**config.mk**
```make
export PLATFORM = sky130hd
export DESIGN_NAME = thermal_limit_watchdog
export DESIGN_NICKNAME = d
export VERILOG_FILES = /design/src/hw/tlw_pkg.sv /design/src/hw/tlw_alarm_engine.sv /design/src/hw/thermal_limit_watchdog.sv
export VERILOG_INCLUDE_DIRS = /design/src /design/src/hw
export SDC_FILE = /design/constraint.sdc
export NUM_CORES = 1
export LEC_CHECK = 0
export BUFFER_PORTS_ARGS = -buffer_cell sky130_fd_sc_hd__buf_4
export CAP_MARGIN = 30
export CORE_ASPECT_RATIO = 1.25
export CORE_MARGIN = 2
export CORE_UTILIZATION = 65
export DETAILED_ROUTE_END_ITERATION = 8
export GPL_TIMING_DRIVEN = 0
export PLACE_DENSITY_LB_ADDON = 0.2
export SLEW_MARGIN = 20
export SYNTH_ARGS = -nofsm -noshare
export SYNTH_HDL_FRONTEND = slang
export SYNTH_HIERARCHICAL = 1
export SYNTH_SLANG_ARGS = --single-unit
```
**constraint.sdc**
```tcl
create_clock -name i_mclk -period 3.9 [get_ports i_mclk]
set_clock_uncertainty 0.2 [all_clocks]
set_input_delay 0.195 -clock i_mclk [delete_from_list [all_inputs] [get_ports i_mclk]]
set_output_delay 0.195 -clock i_mclk [all_outputs]
set_load 0.1 [all_outputs]
```
**src/hw/tlw_defines.svh**
```systemverilog
`ifndef TLW_DEFINES_SVH
`define TLW_DEFINES_SVH

// Register selector values carried by the pointer byte.
`define TLW_PTR_READING 2'h0
`define TLW_PTR_SETUP 2'h1
`define TLW_PTR_RELEASE 2'h2
`define TLW_PTR_TRIP 2'h3

// Power-on contents.
`define TLW_SETUP_RESET 8'h00
`define TLW_TRIP_RESET 16'h5000
`define TLW_RELEASE_RESET 16'h4B00
`define TLW_READING_RESET 11'h000

// Fixed upper four bits of the 7-bit bus address.
`define TLW_ADDR_PREFIX 4'h9

// Zero padding below the justified values.
`define TLW_READING_PAD 5'h00
`define TLW_LIMIT_PAD 7'h00

// Byte framing on the bus: eight data bits per byte.
`define TLW_BITS_PER_BYTE 4'h8

// Consecutive trip results required per fault count code.
`define TLW_FAULT_NEED_0 3'h1
`define TLW_FAULT_NEED_1 3'h2
`define TLW_FAULT_NEED_2 3'h4
`define TLW_FAULT_NEED_3 3'h6

`endif

```
**src/hw/tlw_pkg.sv**
```systemverilog
package tlw_pkg;

  // Setup byte: bit 0 shutdown, bit 1 mode, bit 2 polarity, bits 4:3 fault count.
  typedef struct packed {
    logic [2:0] reserved;
    logic [1:0] fault_count_select;
    logic alarm_polarity;
    logic alarm_mode_select;
    logic shutdown;
  } tlw_setup_t;

  typedef struct packed {
    logic [8:0] trip_threshold;
    logic [8:0] release_threshold;
  } tlw_limits_t;

  typedef enum logic [2:0] {
    BUS_IDLE,
    BUS_RX,
    BUS_ACK,
    BUS_TX,
    BUS_MACK
  } tlw_bus_state_t;

  typedef enum logic [1:0] {
    RX_ADDR,
    RX_POINTER,
    RX_DATA
  } tlw_rx_kind_t;

endpackage

```
**src/hw/tlw_alarm_engine.sv**
```systemverilog
`timescale 1ns/1ps
`include "tlw_defines.svh"

module tlw_alarm_engine (
  input wire logic i_mclk,
  input wire logic i_rst_n,
  input wire logic i_conv_done,
  input wire logic [8:0] i_reading,
  input wire tlw_pkg::tlw_limits_t i_limits,
  input wire logic i_mode_int,
  input wire logic [1:0] i_fault_sel,
  input wire logic i_read_clear,
  output logic o_active
);

  function automatic logic [2:0] fault_need(input logic [1:0] code);
    case (code)
      2'h0: fault_need = `TLW_FAULT_NEED_0;
      2'h1: fault_need = `TLW_FAULT_NEED_1;
      2'h2: fault_need = `TLW_FAULT_NEED_2;
      default: fault_need = `TLW_FAULT_NEED_3;
    endcase
  endfunction

  logic [2:0] fault_cnt;
  logic watch_low;
  logic int_flag;

  wire over_trip = $signed(i_reading) > $signed(i_limits.trip_threshold);
  wire under_release = $signed(i_reading) < $signed(i_limits.release_threshold);
  wire fault = watch_low ? under_release : over_trip;
  wire [2:0] cnt_inc = fault_cnt + 3'h1;
  wire qualified = i_conv_done & fault & (cnt_inc >= fault_need(i_fault_sel));

  wire [2:0] next_fault_cnt = !i_conv_done ? fault_cnt : (fault && !qualified) ? cnt_inc : 3'h0;
  wire next_watch_low = watch_low ^ qualified;
  // interrupt latched until read.
  // A new event in the clearing cycle wins over the read.
  wire next_int_flag = (qualified & i_mode_int) | (int_flag & ~i_read_clear);

  always_ff @(posedge i_mclk) begin
    if (!i_rst_n) begin
      fault_cnt <= 3'h0;
      watch_low <= 1'b0;
      int_flag <= 1'b0;
    end else begin
      fault_cnt <= next_fault_cnt;
      watch_low <= next_watch_low;
      int_flag <= next_int_flag;
    end
  end

  assign o_active = i_mode_int ? int_flag : watch_low;

endmodule

```
**src/hw/thermal_limit_watchdog.sv**
```systemverilog
// Overview of operation
// - Reading returns two bytes, host takes both.
// - Reading left-justified, five low bits zero.
// - Reading is signed, eighth-degree per count.
// - Trip and release limits are read/write.
// - Compare each finished conversion, update alarm.
// - Limits hold nine signed bits, left-justified.
// - Compare only top nine reading bits.
// - Limit reads give sixteen bits, seven zero.
// - Setup bit 2 selects alarm polarity.
// - Setup bit 1 selects interrupt mode.
// - Comparator asserts above trip, clears below release.
// - Comparator alarm unaffected by reads, shutdown.
// - Interrupt alarm holds until any read.
// - Alarm needs consecutive trip results.
// - Fault code maps to 1, 2, 4, 6.
// - Shutdown stops conversions, bus and alarm hold.
// - Trip limit resets to 80 degrees.
// - Release limit resets to 75 degrees.
`timescale 1ns/1ps
`include "tlw_defines.svh"

module thermal_limit_watchdog (
  input wire logic i_mclk,
  input wire logic i_rst_n,
  input wire logic i_scl,
  input wire logic i_sda,
  output logic o_sda_o,
  output logic o_sda_oe,
  input wire logic [2:0] i_addr_sel,
  input wire logic i_conv_done,
  input wire logic [10:0] i_conv_result,
  output logic o_conv_enable,
  output logic o_alarm_pin_o,
  output logic o_alarm_pin_oe
);

  // Bus pins come from the host's domain and pass two flip-flops first.
  logic scl_s1;
  logic scl_s2;
  logic scl_d;
  logic sda_s1;
  logic sda_s2;
  logic sda_d;
  logic [2:0] addr_s1;
  logic [2:0] addr_s2;

  always_ff @(posedge i_mclk) begin
    if (!i_rst_n) begin
      scl_s1 <= 1'b1;
      scl_s2 <= 1'b1;
      scl_d <= 1'b1;
      sda_s1 <= 1'b1;
      sda_s2 <= 1'b1;
      sda_d <= 1'b1;
      addr_s1 <= 3'h0;
      addr_s2 <= 3'h0;
    end else begin
      scl_s1 <= i_scl;
      scl_s2 <= scl_s1;
      scl_d <= scl_s2;
      sda_s1 <= i_sda;
      sda_s2 <= sda_s1;
      sda_d <= sda_s2;
      addr_s1 <= i_addr_sel;
      addr_s2 <= addr_s1;
    end
  end

  wire scl_rise = scl_s2 & ~scl_d;
  wire scl_fall = ~scl_s2 & scl_d;
  wire start_cond = scl_s2 & scl_d & sda_d & ~sda_s2;
  wire stop_cond = scl_s2 & scl_d & ~sda_d & sda_s2;

  // Register state.
  tlw_pkg::tlw_setup_t setup;
  tlw_pkg::tlw_limits_t limits;
  logic [10:0] reading;

  // Bus engine state.
  tlw_pkg::tlw_bus_state_t st;
  tlw_pkg::tlw_rx_kind_t kind;
  logic [3:0] bit_cnt;
  logic [7:0] shreg;
  logic [7:0] txsh;
  logic [15:0] tx_word;
  logic byte_idx;
  logic rw;
  logic mack_ok;
  logic [1:0] pointer;
  logic [7:0] msb_hold;
  logic sda_oe;
  logic read_clear;

  tlw_pkg::tlw_bus_state_t next_st;
  tlw_pkg::tlw_rx_kind_t next_kind;
  logic [3:0] next_bit_cnt;
  logic [7:0] next_shreg;
  logic [7:0] next_txsh;
  logic [15:0] next_tx_word;
  logic next_byte_idx;
  logic next_rw;
  logic next_mack_ok;
  logic [1:0] next_pointer;
  logic [7:0] next_msb_hold;
  logic next_sda_oe;
  logic next_read_clear;
  tlw_pkg::tlw_setup_t next_setup;
  tlw_pkg::tlw_limits_t next_limits;

  wire [15:0] reading_word = {reading, `TLW_READING_PAD};
  wire [15:0] trip_word = {limits.trip_threshold, `TLW_LIMIT_PAD};
  wire [15:0] release_word = {limits.release_threshold, `TLW_LIMIT_PAD};
  // The one-byte setup register repeats for every byte the host clocks in.
  wire [15:0] setup_word = {setup, setup};

  wire sel_reading = pointer == `TLW_PTR_READING;
  wire sel_setup = pointer == `TLW_PTR_SETUP;
  wire sel_release = pointer == `TLW_PTR_RELEASE;
  wire sel_trip = pointer == `TLW_PTR_TRIP;

  wire [15:0] read_word = sel_reading ? reading_word :
                          sel_setup ? setup_word :
                          sel_release ? release_word : trip_word;

  wire addr_hit = shreg[7:1] == {`TLW_ADDR_PREFIX, addr_s2};
  wire byte_full = bit_cnt == `TLW_BITS_PER_BYTE;
  wire [7:0] next_tx_byte = byte_idx ? tx_word[7:0] : tx_word[15:8];

  always_comb begin
    next_st = st;
    next_kind = kind;
    next_bit_cnt = bit_cnt;
    next_shreg = shreg;
    next_txsh = txsh;
    next_tx_word = tx_word;
    next_byte_idx = byte_idx;
    next_rw = rw;
    next_mack_ok = mack_ok;
    next_pointer = pointer;
    next_msb_hold = msb_hold;
    next_sda_oe = sda_oe;
    next_read_clear = 1'b0;
    next_setup = setup;
    next_limits = limits;
    if (start_cond) begin
      next_st = tlw_pkg::BUS_RX;
      next_kind = tlw_pkg::RX_ADDR;
      next_bit_cnt = 4'h0;
      next_sda_oe = 1'b0;
    end else if (stop_cond) begin
      next_st = tlw_pkg::BUS_IDLE;
      next_sda_oe = 1'b0;
    end else begin
      case (st)
        tlw_pkg::BUS_RX: begin
          if (scl_rise && !byte_full) begin
            next_shreg = {shreg[6:0], sda_s2};
            next_bit_cnt = bit_cnt + 4'h1;
          end else if (scl_fall && byte_full) begin
            next_bit_cnt = 4'h0;
            case (kind)
              tlw_pkg::RX_ADDR: begin
                if (addr_hit) begin
                  next_rw = shreg[0];
                  next_read_clear = shreg[0];
                  next_kind = tlw_pkg::RX_POINTER;
                  next_sda_oe = 1'b1;
                  next_st = tlw_pkg::BUS_ACK;
                end else begin
                  next_st = tlw_pkg::BUS_IDLE;
                end
              end
              tlw_pkg::RX_POINTER: begin
                next_pointer = shreg[1:0];
                next_kind = tlw_pkg::RX_DATA;
                next_byte_idx = 1'b0;
                next_sda_oe = 1'b1;
                next_st = tlw_pkg::BUS_ACK;
              end
              default: begin
                next_sda_oe = 1'b1;
                next_st = tlw_pkg::BUS_ACK;
                if (!byte_idx) begin
                  if (sel_setup) begin
                    next_setup = shreg;
                  end else begin
                    next_msb_hold = shreg;
                    next_byte_idx = 1'b1;
                  end
                end else begin
                  // host writes limits.
                  // Both bytes commit together so no half-written limit is compared.
                  if (sel_trip) begin
                    next_limits.trip_threshold = {msb_hold, shreg[7]};
                  end else if (sel_release) begin
                    next_limits.release_threshold = {msb_hold, shreg[7]};
                  end
                  next_byte_idx = 1'b0;
                end
              end
            endcase
          end
        end
        tlw_pkg::BUS_ACK: begin
          if (scl_fall) begin
            if (rw) begin
              next_tx_word = read_word;
              next_txsh = read_word[15:8];
              next_sda_oe = ~read_word[15];
              next_bit_cnt = 4'h1;
              next_byte_idx = 1'b1;
              next_st = tlw_pkg::BUS_TX;
            end else begin
              next_sda_oe = 1'b0;
              next_bit_cnt = 4'h0;
              next_st = tlw_pkg::BUS_RX;
            end
          end
        end
        tlw_pkg::BUS_TX: begin
          if (scl_fall) begin
            if (byte_full) begin
              next_sda_oe = 1'b0;
              next_st = tlw_pkg::BUS_MACK;
            end else begin
              next_sda_oe = ~txsh[6];
              next_txsh = {txsh[6:0], 1'b0};
              next_bit_cnt = bit_cnt + 4'h1;
            end
          end
        end
        tlw_pkg::BUS_MACK: begin
          if (scl_rise) begin
            next_mack_ok = ~sda_s2;
          end else if (scl_fall) begin
            if (mack_ok) begin
              next_txsh = next_tx_byte;
              next_sda_oe = ~next_tx_byte[7];
              next_bit_cnt = 4'h1;
              next_byte_idx = ~byte_idx;
              next_st = tlw_pkg::BUS_TX;
            end else begin
              next_st = tlw_pkg::BUS_IDLE;
            end
          end
        end
        default: begin
          next_st = tlw_pkg::BUS_IDLE;
        end
      endcase
    end
  end

  always_ff @(posedge i_mclk) begin
    if (!i_rst_n) begin
      st <= tlw_pkg::BUS_IDLE;
      kind <= tlw_pkg::RX_ADDR;
      bit_cnt <= 4'h0;
      shreg <= 8'h00;
      txsh <= 8'h00;
      tx_word <= 16'h0000;
      byte_idx <= 1'b0;
      rw <= 1'b0;
      mack_ok <= 1'b0;
      pointer <= `TLW_PTR_READING;
      msb_hold <= 8'h00;
      sda_oe <= 1'b0;
      read_clear <= 1'b0;
    end else begin
      st <= next_st;
      kind <= next_kind;
      bit_cnt <= next_bit_cnt;
      shreg <= next_shreg;
      txsh <= next_txsh;
      tx_word <= next_tx_word;
      byte_idx <= next_byte_idx;
      rw <= next_rw;
      mack_ok <= next_mack_ok;
      pointer <= next_pointer;
      msb_hold <= next_msb_hold;
      sda_oe <= next_sda_oe;
      read_clear <= next_read_clear;
    end
  end

  wire [15:0] trip_reset = `TLW_TRIP_RESET;
  wire [15:0] release_reset = `TLW_RELEASE_RESET;

  always_ff @(posedge i_mclk) begin
    if (!i_rst_n) begin
      setup <= `TLW_SETUP_RESET;
      limits.trip_threshold <= trip_reset[15:7];
      limits.release_threshold <= release_reset[15:7];
    end else begin
      setup <= next_setup;
      limits <= next_limits;
    end
  end

  wire conv_accept = i_conv_done & ~setup.shutdown;

  always_ff @(posedge i_mclk) begin
    if (!i_rst_n) begin
      reading <= `TLW_READING_RESET;
    end else if (conv_accept) begin
      reading <= i_conv_result;
    end
  end

  logic alarm_active;

  tlw_alarm_engine u_alarm (
    .i_mclk(i_mclk),
    .i_rst_n(i_rst_n),
    .i_conv_done(conv_accept),
    .i_reading(i_conv_result[10:2]),
    .i_limits(limits),
    .i_mode_int(setup.alarm_mode_select),
    .i_fault_sel(setup.fault_count_select),
    .i_read_clear(read_clear),
    .o_active(alarm_active)
  );

  wire alarm_level = setup.alarm_polarity ? alarm_active : ~alarm_active;

  // Both pins are open drain: they only ever pull low.
  always_ff @(posedge i_mclk) begin
    if (!i_rst_n) begin
      o_sda_o <= 1'b0;
      o_sda_oe <= 1'b0;
      o_alarm_pin_o <= 1'b0;
      o_alarm_pin_oe <= 1'b0;
      o_conv_enable <= 1'b1;
    end else begin
      o_sda_o <= 1'b0;
      o_sda_oe <= sda_oe;
      o_alarm_pin_o <= 1'b0;
      o_alarm_pin_oe <= ~alarm_level;
      o_conv_enable <= ~setup.shutdown;
    end
  end

endmodule

```
# --- Word-level counts from Yosys, hierarchy flattened ---
# Index checks and enable logic that the tools add are counted.
op_classes:
  addsub: 2
  n_lt_le_gt_ge: 3
  n_eq_ne: 33
  n_mux: 66
  n_bitwise: 37
  n_reduce_logical: 32
op_table:
  columns: ["op", "count"]
  rows:
  - ["$mux W7", 7]
  - ["$mux W16", 3]
  - ["$mux W4", 8]
  - ["$ne A4 B4 Y1 const B", 7]
  - ["$mux W3", 9]
  - ["$reduce_and A9 Y1", 3]
  - ["$mux W1", 26]
  - ["$ne A2 B2 Y1 const B", 12]
  - ["$reduce_and A8 Y1", 3]
  - ["$not A1 Y1", 23]
  - ["$pmux W7 S3", 1]
  - ["$reduce_and A7 Y1", 3]
  - ["$pmux W4 S4", 1]
  - ["$and A1 B1 Y1", 12]
  - ["$pmux W3 S4", 1]
  - ["$reduce_and A6 Y1", 2]
  - ["$reduce_and A11 Y1", 1]
  - ["$reduce_and A10 Y1", 1]
  - ["$gt A9 B9 Y1", 1]
  - ["$lt A9 B9 Y1", 1]
  - ["$pmux W3 S3", 1]
  - ["$mux W2", 4]
  - ["$mux W8", 1]
  - ["$reduce_and A4 Y1", 2]
  - ["other kinds (27)", 40]
totals:
  reg_bits: 112
  input_bits: 19
  out_inout_bits: 5
  wordCells: 209

# --- Longest topological paths before layout ---
# Gate-level depths: netlist of the first run.
logic_depth:
  ltp_word: 8
  ltp_mapped: 8
  mapped_depth_nobuf: 7

# --- Hierarchy ---
# The synthesis of the first run kept the hierarchy.
modules_own_cells:
  columns: ["module", "n_inst", "cells_per_inst", "area_per_inst_um2", "seq_area_each_um2"]
  rows:
  - ["thermal_limit_watchdog", 1, 530, 4728.3, 2142.1]
  - ["tlw_alarm_engine", 1, 95, 840.8, 100.1]

# --- Least setup slack after synthesis of the first run ---
# OpenSTA, ideal clock, no wires.
synth_path:
  path_kind: "reg2reg"
  start: "register st[0]"
  end: "register rw"
  setup_time_ns: 0.128
  arrival_ns: 1.882
  required_ns: 3.572
  path_slack_ns: 1.690
  stages_incl_launch_ff: 7
  path_buffers: 1
  synth_period_minus_slack_ns: 2.210
  path_cell_list: "dfxtp_1 -> or3b_1 -> buf_2 -> nor3_4 -> or4b_4 -> mux2i_1 -> nor2_1"
synth_between:
  elab_chain_cells: 2
synth_rtl:
  columns: ["element", "line_no", "source"]
  rows:
  - ["start, declared", "thermal_limit_watchdog.sv:81", "tlw_pkg::tlw_bus_state_t st;"]
  - ["start signal, assigned", "thermal_limit_watchdog.sv:257", "st <= tlw_pkg::BUS_IDLE;"]
  - ["start signal, assigned", "thermal_limit_watchdog.sv:271", "st <= next_st;"]
  - ["$eq A3 B1 Y1", "thermal_limit_watchdog.sv:155", "case (st)"]
  - ["$reduce_and A7 Y1 (no line)", null, null]
  - ["end signal, assigned", "thermal_limit_watchdog.sv:278", "rw <= next_rw;"]
  - ["end, declared", "thermal_limit_watchdog.sv:88", "logic rw;"]
# Every way passes these cells.
# A chain may end at the register's enable or synchronous reset.

# --- Worst setup path after layout of the first run ---
layout_path:
  start: "register st[0]"
  end: "register read_clear"
layout_between:
  elab_chain_cells: 3
layout_rtl:
  columns: ["element", "line_no", "source"]
  rows:
  - ["$eq A3 B1 Y1", "thermal_limit_watchdog.sv:155", null]
  - ["$not A1 Y1 (no line)", null, null]
  - ["$reduce_or A8 Y1 (no line)", null, null]
  - ["end signal, assigned", "thermal_limit_watchdog.sv:283", "read_clear <= next_read_clear;"]
  - ["end, declared", "thermal_limit_watchdog.sv:93", "logic read_clear;"]
# Every way passes these cells.

==> out/results.txt, run 1 <==
For the clock latency reported for the late side of the worst-skew pair, the log shows 0.39 ns. The logs give 778 for the non-filler instance count after layout and 4,916 for the count of vias placed by the detailed router. The post-synthesis instance area was 5569 um2; the largest fanout on the critical path was 8.

The count of pins over their slew limit is 0, and the number of fill cells is 587. The die covers 9329 um2. The tightest min-delay check is of the input port to flop type. The run gives 301.9 uV as the peak supply drop.

The post-detailed-route DRC marker count is 0. Summing all placed instances gives a cell area of 5852 um2. The count of buffers added on input and output ports is 21. Yosys printed 6 warnings. The logs give 3 for the number of H-tree levels and 0 for the count of final hold-check violations. After legalization and detailed placement, the total HPWL measured 10.45 mm. Counting flops and latches in the post-synthesis netlist gives 112. STA classifies the critical path endpoint as a flop. Global routing used 32.96% of the available tracks. The net count of the finished layout came out at 718. The growth of design area from synthesis to finish was 12.06%. Setup slack on the worst reg-to-reg path comes out at 1.33 ns.

Power spread over the standard cell area amounts to 334.8 nW/um2. The tools report the number of top-level pins as 24. The total area inside the core boundary comes to 8287 um2. Among all flip-flop cells after synthesis, the most frequent one is sky130_fd_sc_hd__dfxtp_1. Setup violations remaining at the end of the flow were counted as 0. The die is 86.79 um wide. The die is 107.5 um tall.

Entering global routing, the biggest net connects 21 pins. By startpoint and endpoint, the worst setup path is classified as flop to flop. After technology mapping, the gate count stands at 625. Across the run, the number of max-cap violations was 0. The detailed-routing iteration count for the pre-antenna-repair pass was 9. The logs give 112 for the number of clock sinks seen by CTS and 2.64 ns for the data arrival time of the critical path. Counting distinct cell types in the post-synthesis netlist gives 66. TritonCTS built the clock tree. The time the final worst path needs with I/O delays and setup is 2.573 ns, and the number of rows created at floorplan is 37. For the pin with the worst max-slew slack, the measured transition is 0.7715 ns. The tools report the starting density of the core as 67.21%. The share of the Yosys chip area taken by registers is 40.26%. The number of global-route vias before repair is 4,876, and the count of flip-flops with a built-in enable after synthesis is 0. In this run the static leakage power is 2.531 nW. The count of inserted antenna diode cells is 0. Timing would allow up to 388.7 MHz.

Counting along the longest clock path gives a buffer depth of 2. Global routing finished with a remaining overflow of 0. Number of violations reported at the end of detailed-routing iteration 0: 343.

In this run, CTS created clock tree buffers numbering 9. The share of the clock period used by the worst path was 65.97%. The first global-routing pass estimated 23.94 mm of wire. The post-synthesis area per instance works out to 8.911 um2. The share of final-layout standard cells stronger than drive strength 1 works out to 10.28%.

Cell at the root of the clock tree: sky130_fd_sc_hd__clkbuf_8. Once detail routing completed, the nets flagged for antenna violations numbered 0. Once layout is done, the placed cells without fillers occupy 6241 um2. The run gives 0 as the number of setup buffers added after CTS. Data on the critical path is required at its endpoint by 3.97 ns.

In this run, post-CTS hold repair placed 18 buffers. The flow ran to the end, and the final reports show no timing, DRC or antenna violations. The number of antenna violations at the first check in global routing was 0. After detailed routing, the number of vias per cell comes to 6.319.

Clock-pin slew was measured on the worst setup and hold paths at 0.12 ns. The tools report the sort of element at the start of the critical path as a flop. Wires add up to 14.65 mm. Measured against its own limit, the worst slew margin works out to 48.46%. Once placement completed, the tool counted placed cells totaling 744. Setup repair after global routing left no endpoint under its margin. Gates resized during post-CTS repair numbered 0. The proportion of synthesized flip-flops having asynchronous set or reset works out to 0%. The total negative slack was 0 ns. The congestion estimate from routability-driven global placement came to 0.8990. Dividing the detail-routed wire length by the instance count gives 18.83 um.
-- registers in the layout, summed over array words and instances (netlist names), 2 cells and up --
name / flops
setup: 8
kind: 2
addr_s2: 3
tx_word: 16
txsh: 7
msb_hold: 8
addr_s1: 3
reading: 11
u_alarm/fault_cnt: 3
pointer: 2
shreg: 8
st: 3
bit_cnt: 4
limits: 18
-- worst paths after layout --
path / startpoint / to / cells after the start
setup reg to reg: st[0] / read_clear / 5
setup / recovery: st[0] / read_clear / 5
hold reg to reg: sda_s1 / sda_s2 / 1
hold / removal: i_conv_done / reading[0] / 5
-- critical path, stage by stage (launching register included) --
cell	delay, ns
sky130_fd_sc_hd__dfxtp_1	0.47
sky130_fd_sc_hd__or3b_1	0.37
sky130_fd_sc_hd__buf_2	0.18
sky130_fd_sc_hd__nor3_4	0.36
sky130_fd_sc_hd__or4b_4	0.53
sky130_fd_sc_hd__nor4_2	0.35
-- cells by family after synthesis --
logic type               after synthesis  synth area share [%]
buffers and inverters                 69                 4.830
other                                  1               0.06734
XOR/XNOR                               6                0.9436
flip-flops                           112                 40.26
adder cells (fa/ha/maj)               23                 5.167
AO/OA/AOI/OAI                        130                 15.64
AND/OR/NAND/NOR                      231                 21.52
multiplexers                          53                 11.57
-- synth_stat cells, drive strengths merged, types with 8 or more instances --
| library cell | count | area [um2] |
|---|---|---|
| nor2 | 49 | 183.9 |
| ha | 23 | 287.8 |
| and2 | 8 | 50.05 |
| nand3 | 23 | 120.1 |
| nand2b | 17 | 106.4 |
| mux4 | 9 | 202.7 |
| inv | 30 | 112.6 |
| a21oi | 55 | 275.3 |
| dfxtp | 112 | 2242 |
| o21ai | 30 | 153.9 |
| nor3 | 10 | 61.31 |
| clkbuf | 34 | 127.6 |
| nand2 | 73 | 274.0 |
| mux2i | 43 | 430.4 |
-- final cells by class --
cell class | instances | area (um2) | share of cell area [%]
Timing Repair Buffer | 39 | 337.8 | 5.413
Clock inverter | 6 | 81.33 | 1.303
Clock buffer | 10 | 127.6 | 2.045
Tap cell | 97 | 121.4 | 1.945
Sequential cell | 112 | 2242 | 35.93
Inverter | 30 | 112.6 | 1.804
Multi-Input combinational cell | 445 | 3062 | 49.06
Buffer | 39 | 156.4 | 2.506
-- cells in the final DEF, fill, tap and decap left out, types with 5 or more instances in the layout --
cell	Yosys	final
sky130_fd_sc_hd__clkbuf_8	0	9
sky130_fd_sc_hd__nor2b_1	7	7
sky130_fd_sc_hd__nand3_1	22	22
sky130_fd_sc_hd__a21oi_1	55	55
sky130_fd_sc_hd__nand2_1	73	73
sky130_fd_sc_hd__ha_1	23	23
sky130_fd_sc_hd__mux4_2	9	9
sky130_fd_sc_hd__nor3_1	9	9
sky130_fd_sc_hd__a21o_1	7	7
sky130_fd_sc_hd__clkbuf_1	34	35
sky130_fd_sc_hd__dlygate4sd3_1	0	18
sky130_fd_sc_hd__a22oi_1	5	5
sky130_fd_sc_hd__xnor2_1	5	5
sky130_fd_sc_hd__and2_1	8	8
sky130_fd_sc_hd__o32a_1	5	5
sky130_fd_sc_hd__nand2b_1	17	17
sky130_fd_sc_hd__o21ai_0	29	29
sky130_fd_sc_hd__nor3b_1	7	7
sky130_fd_sc_hd__nand3b_1	5	5
sky130_fd_sc_hd__buf_4	2	23
sky130_fd_sc_hd__mux2i_1	43	43
sky130_fd_sc_hd__inv_1	30	30
sky130_fd_sc_hd__dfxtp_1	112	112
sky130_fd_sc_hd__nor2_1	49	49
-- routing by layer --
metal / part of all wire [%] / track usage, %
met5: 0 / 0
met4: 4.4 / 16.07
met3: 5.2 / 5.445
met2: 51 / 57.25
met1: 40 / 38.81
-- where the power goes --
group / internal (W) / leakage, nW / switching (W)
combinational: 0.0000699 / 1.52 / 0.000100
clock: 0.000315 / 0.107 / 0.000436
sequential: 0.00116 / 0.907 / 0.0000111
total: 0.00154 / 2.53 / 0.000547
-- stage by stage --
stage | hold WS (ns) | worst slack [ns] | total power, W | utilization [%]
2_1_floorplan | 0.09647 | 1.690 | 0.001293 | -
3_3_place_gp | 0.1762 | 1.388 | 0.001337 | 70.62
3_5_place_dp | 0.1842 | 1.405 | 0.001344 | 70.62
4_1_cts | 0.04914 | 1.380 | 0.002079 | 75.31
5_1_grt | 0.1570 | 1.186 | 0.002149 | 75.31
6_report | 0.1230 | 1.327 | 0.002089 | 75.31
(Power assumes the default switching activity.)
==> run 2, diff against run 1 <==
--- a/config.mk
+++ b/config.mk
@@ -10,7 +10,7 @@
 export CAP_MARGIN = 30
 export CORE_ASPECT_RATIO = 1.25
 export CORE_MARGIN = 2
-export CORE_UTILIZATION = 65
+export CORE_UTILIZATION = 62
 export DETAILED_ROUTE_END_ITERATION = 8
 export GPL_TIMING_DRIVEN = 0
 export PLACE_DENSITY_LB_ADDON = 0.2
==> constraint.sdc (replaced) <==
create_clock -name i_mclk -period 2.5 [get_ports i_mclk]
set_clock_uncertainty 0.2 [all_clocks]
set_input_delay 0.125 -clock i_mclk [delete_from_list [all_inputs] [get_ports i_mclk]]
set_output_delay 0.125 -clock i_mclk [all_outputs]
set_load 0.1 [all_outputs]
==> run 2 against run 1 <==
Against the previous run: die area rose by 4.6%; sequential cell count unchanged; design area grew 1.5%; register-to-register slack got worse by 1.2 ns; via count rose by 0.51%; final cell count increased by 3.6%; combinational power is 58% higher; critical path depth unchanged; critical endpoint is now txsh[5]; largest cell class unchanged.
==> out/results.txt, run 2 (synthesis gave the netlist of run 1 again) <==
The cell at the root of the clock tree was sky130_fd_sc_hd__clkbuf_8. Count of vias placed by the detailed router: 4,941. The number of buffer cells added on primary ports is 21, and the highest clock frequency the design can meet is 413.3 MHz.

Prior to clock tree synthesis, the placed netlist has a worst setup slack of -0.02251 ns. The data arrival time of the critical path is 2.55 ns, and the overall die area is 9761 um2. In this design, the critical path's most frequently occurring cell is sky130_fd_sc_hd__a21oi_1.

STA classifies the critical path startpoint as a flop. The first-pass GRT wire length came out at 23.32 mm. The area growth from synthesis to layout is 13.79%. Total power divided by cell area: 500.0 nW/um2.

The average wire per standard cell works out to 18.15 um. Setup violations remaining at the end of the flow were counted as 0. The run gives 0 as the total congestion overflow after global routing. Ranked by flip-flop count, first place goes to limits.

The tools report the critical path data required time as 2.63 ns. Of all nets on the critical path, the largest fanout is 10. The tool flagged a number of max-cap violations equal to 0. In this run the worst hold path is classified as input port to flop. The top cell types in the final layout, fill and taps aside, are sky130_fd_sc_hd__dfxtp_1, sky130_fd_sc_hd__nand2_1, sky130_fd_sc_hd__a21oi_1. Die span in x: 88.77 um. The largest registers in the layout are limits x18, tx_word x16, reading x11.

For the pin with the worst max-slew slack, the measured transition is 0.7332 ns. After layout, the design draws a total of 0.003168 W. The count of final hold-check violations is 0, and the number of global-route vias before repair is 4,797.

The number of clock sinks seen by CTS was 112; the non-filler instance count after layout was 806. The share of the clock period used by the worst path was 96.79%. Across every metal layer, demand over resource in global routing totals 31.65%. The first TritonRoute pass finished after 8 iterations. Pin placement for this block handled 24 I/O pins. The count of pins over their slew limit was 0.

Setup repair after global routing left no endpoint under its margin. Among all stages on the critical path, the largest delay is contributed by sky130_fd_sc_hd__clkbuf_1. The register with the most flip-flops in the layout has 18 of them. TritonCTS built the clock tree. The number of nets with antenna violations after routing was 0; the maximum number of pins on one net before global-route repair was 22. The initialized floorplan defines 38 standard-cell rows. The floorplan step defined a core boundary enclosing 8701 um2. The run finished with clean final reports.

The time the final worst path needs with I/O delays and setup is 2.420 ns, and the y dimension of the die is 110.0 um. The average via count per standard cell is 6.130. After routing the design area is 6337 um2. The signal on the critical path passes through clkbuf_1 -> mux4_2 -> a21oi_1 -> o32a_1 -> a21oi_1.

The net count of the finished layout is 723. The post-CTS clock slew at the launch and capture registers of the worst setup and hold paths was 0.12 ns. Measured against its own limit, the worst slew margin works out to 51.12%.

The number of CTS-inserted buffers is 9, and the post-detailed-route DRC marker count is 0. Leaving out fill and tap cells, the most frequent cell in the layout is sky130_fd_sc_hd__dfxtp_1. The type of destination of the critical path was a flop. The initial utilization of the core area, before any placement, comes to 64.01%.

Number of violations reported at the end of detailed-routing iteration 0: 341. The maximum buffer depth of the clock tree came out at 2. The largest single stage delay on the critical path is 0.60 ns. By startpoint and endpoint, the worst setup path is classified as flop to flop. The run gives 0 as the number of antenna violations at the first check in global routing. The placed instances occupy a cell area of 5881 um2. Summed over all nets, the half-perimeter wirelength after detailed placement is 10.46 mm. The H-tree was split into 3 levels.

The run gives 767 as the cell count after placement. The logs give 14.63 mm for the sum of routed wire length over all layers and 0.08029 ns for the setup slack of the critical path after layout. Cells with a size suffix above 1 make up 12.10% of the layout.

Clock latency on the worst-skew pair, taken at its later pin, is 0.40 ns. The run gives 0 as the count of inserted antenna diode cells. The run gives 0.8895 as the final weighted congestion in routability-driven placement.

In this run the static leakage power is 2.584 nW. Counting the fill cells in the layout gives 647. Peak supply drop: 416.8 uV.
run 2: changes by cell type in the layout (fill, tap and decap cells not counted), sizes merged:
cell | before | now
bufinv | 1 | 0
clkinvlp | 0 | 1
clkbuf | 44 | 40
dlygate4sd3 | 18 | 20
buf | 26 | 32
clkinv | 1 | 2
run 2: final timing paths:
check / slack, ns / from / cells past startpoint / end
max: 0.08 / pointer[0] / 5 / txsh[5]
min: 0.18 / i_conv_done / 5 / reading[3]
max reg2reg: 0.08 / pointer[0] / 5 / txsh[5]
min reg2reg: 0.23 / sda_s1 / 1 / sda_s2
run 2: metal layers:
metal	up-vias	GRT usage, %	part of all wire (%)
li1	2320	-	-
met1	2367	36.22	39
met2	197	55.22	52
met3	57	5.330	5.1
met4	0	17.42	4.2
met5	-	0	0
run 2: power by group:
part,internal (W),switching [W]
clock network,0.000393,0.000683
registers,0.00181,0.0000172
logic,0.000111,0.000158
run 2: stage by stage:
| stage | TNS (ns) | util [%] | hold slack [ns] |
|---|---|---|---|
| after detailed placement | -0.02251 | 67.59 | 0.1124 |
| after global placement | -0.02115 | 67.59 | 0.1069 |
| after global routing | 0 | 72.84 | 0.1815 |
| after CTS | 0 | 72.13 | 0.1583 |
| final | 0 | 72.84 | 0.1774 |
| after floorplan | 0 | - | 0.02647 |
run 2: what timing repair did:
| item | in CTS | in global routing |
|---|---|---|
| hold endpoints to repair | 21 | 0 |
| setup buffers | 0 | 5 |
| gates resized for setup | 0 | 15 |
| endpoints found under the setup margin | 4 | 44 |
| hold buffers | 20 | 0 |
| pin swaps | 1 | 1 |
run 2: critical path: cells and delay by family, from the launching register on:
| kind | cells | cell delay, ns |
|---|---|---|
| DFF | 1 | 0.51 |
| muxes | 1 | 0.43 |
| buffers and inverters | 1 | 0.60 |
| AOI/OAI and AO/OA | 3 | 0.60 |
run 2: layout make-up:
type | instances | area [um2] | area share (%)
sequential | 112 | 2243 | 35.40
tap | 120 | 150.1 | 2.369
timing repair buffer | 46 | 395.4 | 6.239
clock buffer | 9 | 123.9 | 1.955
inverter | 30 | 112.6 | 1.777
buffer | 37 | 153.9 | 2.428
multi-input combinational | 445 | 3087 | 48.71
clock inverter | 7 | 71.32 | 1.125
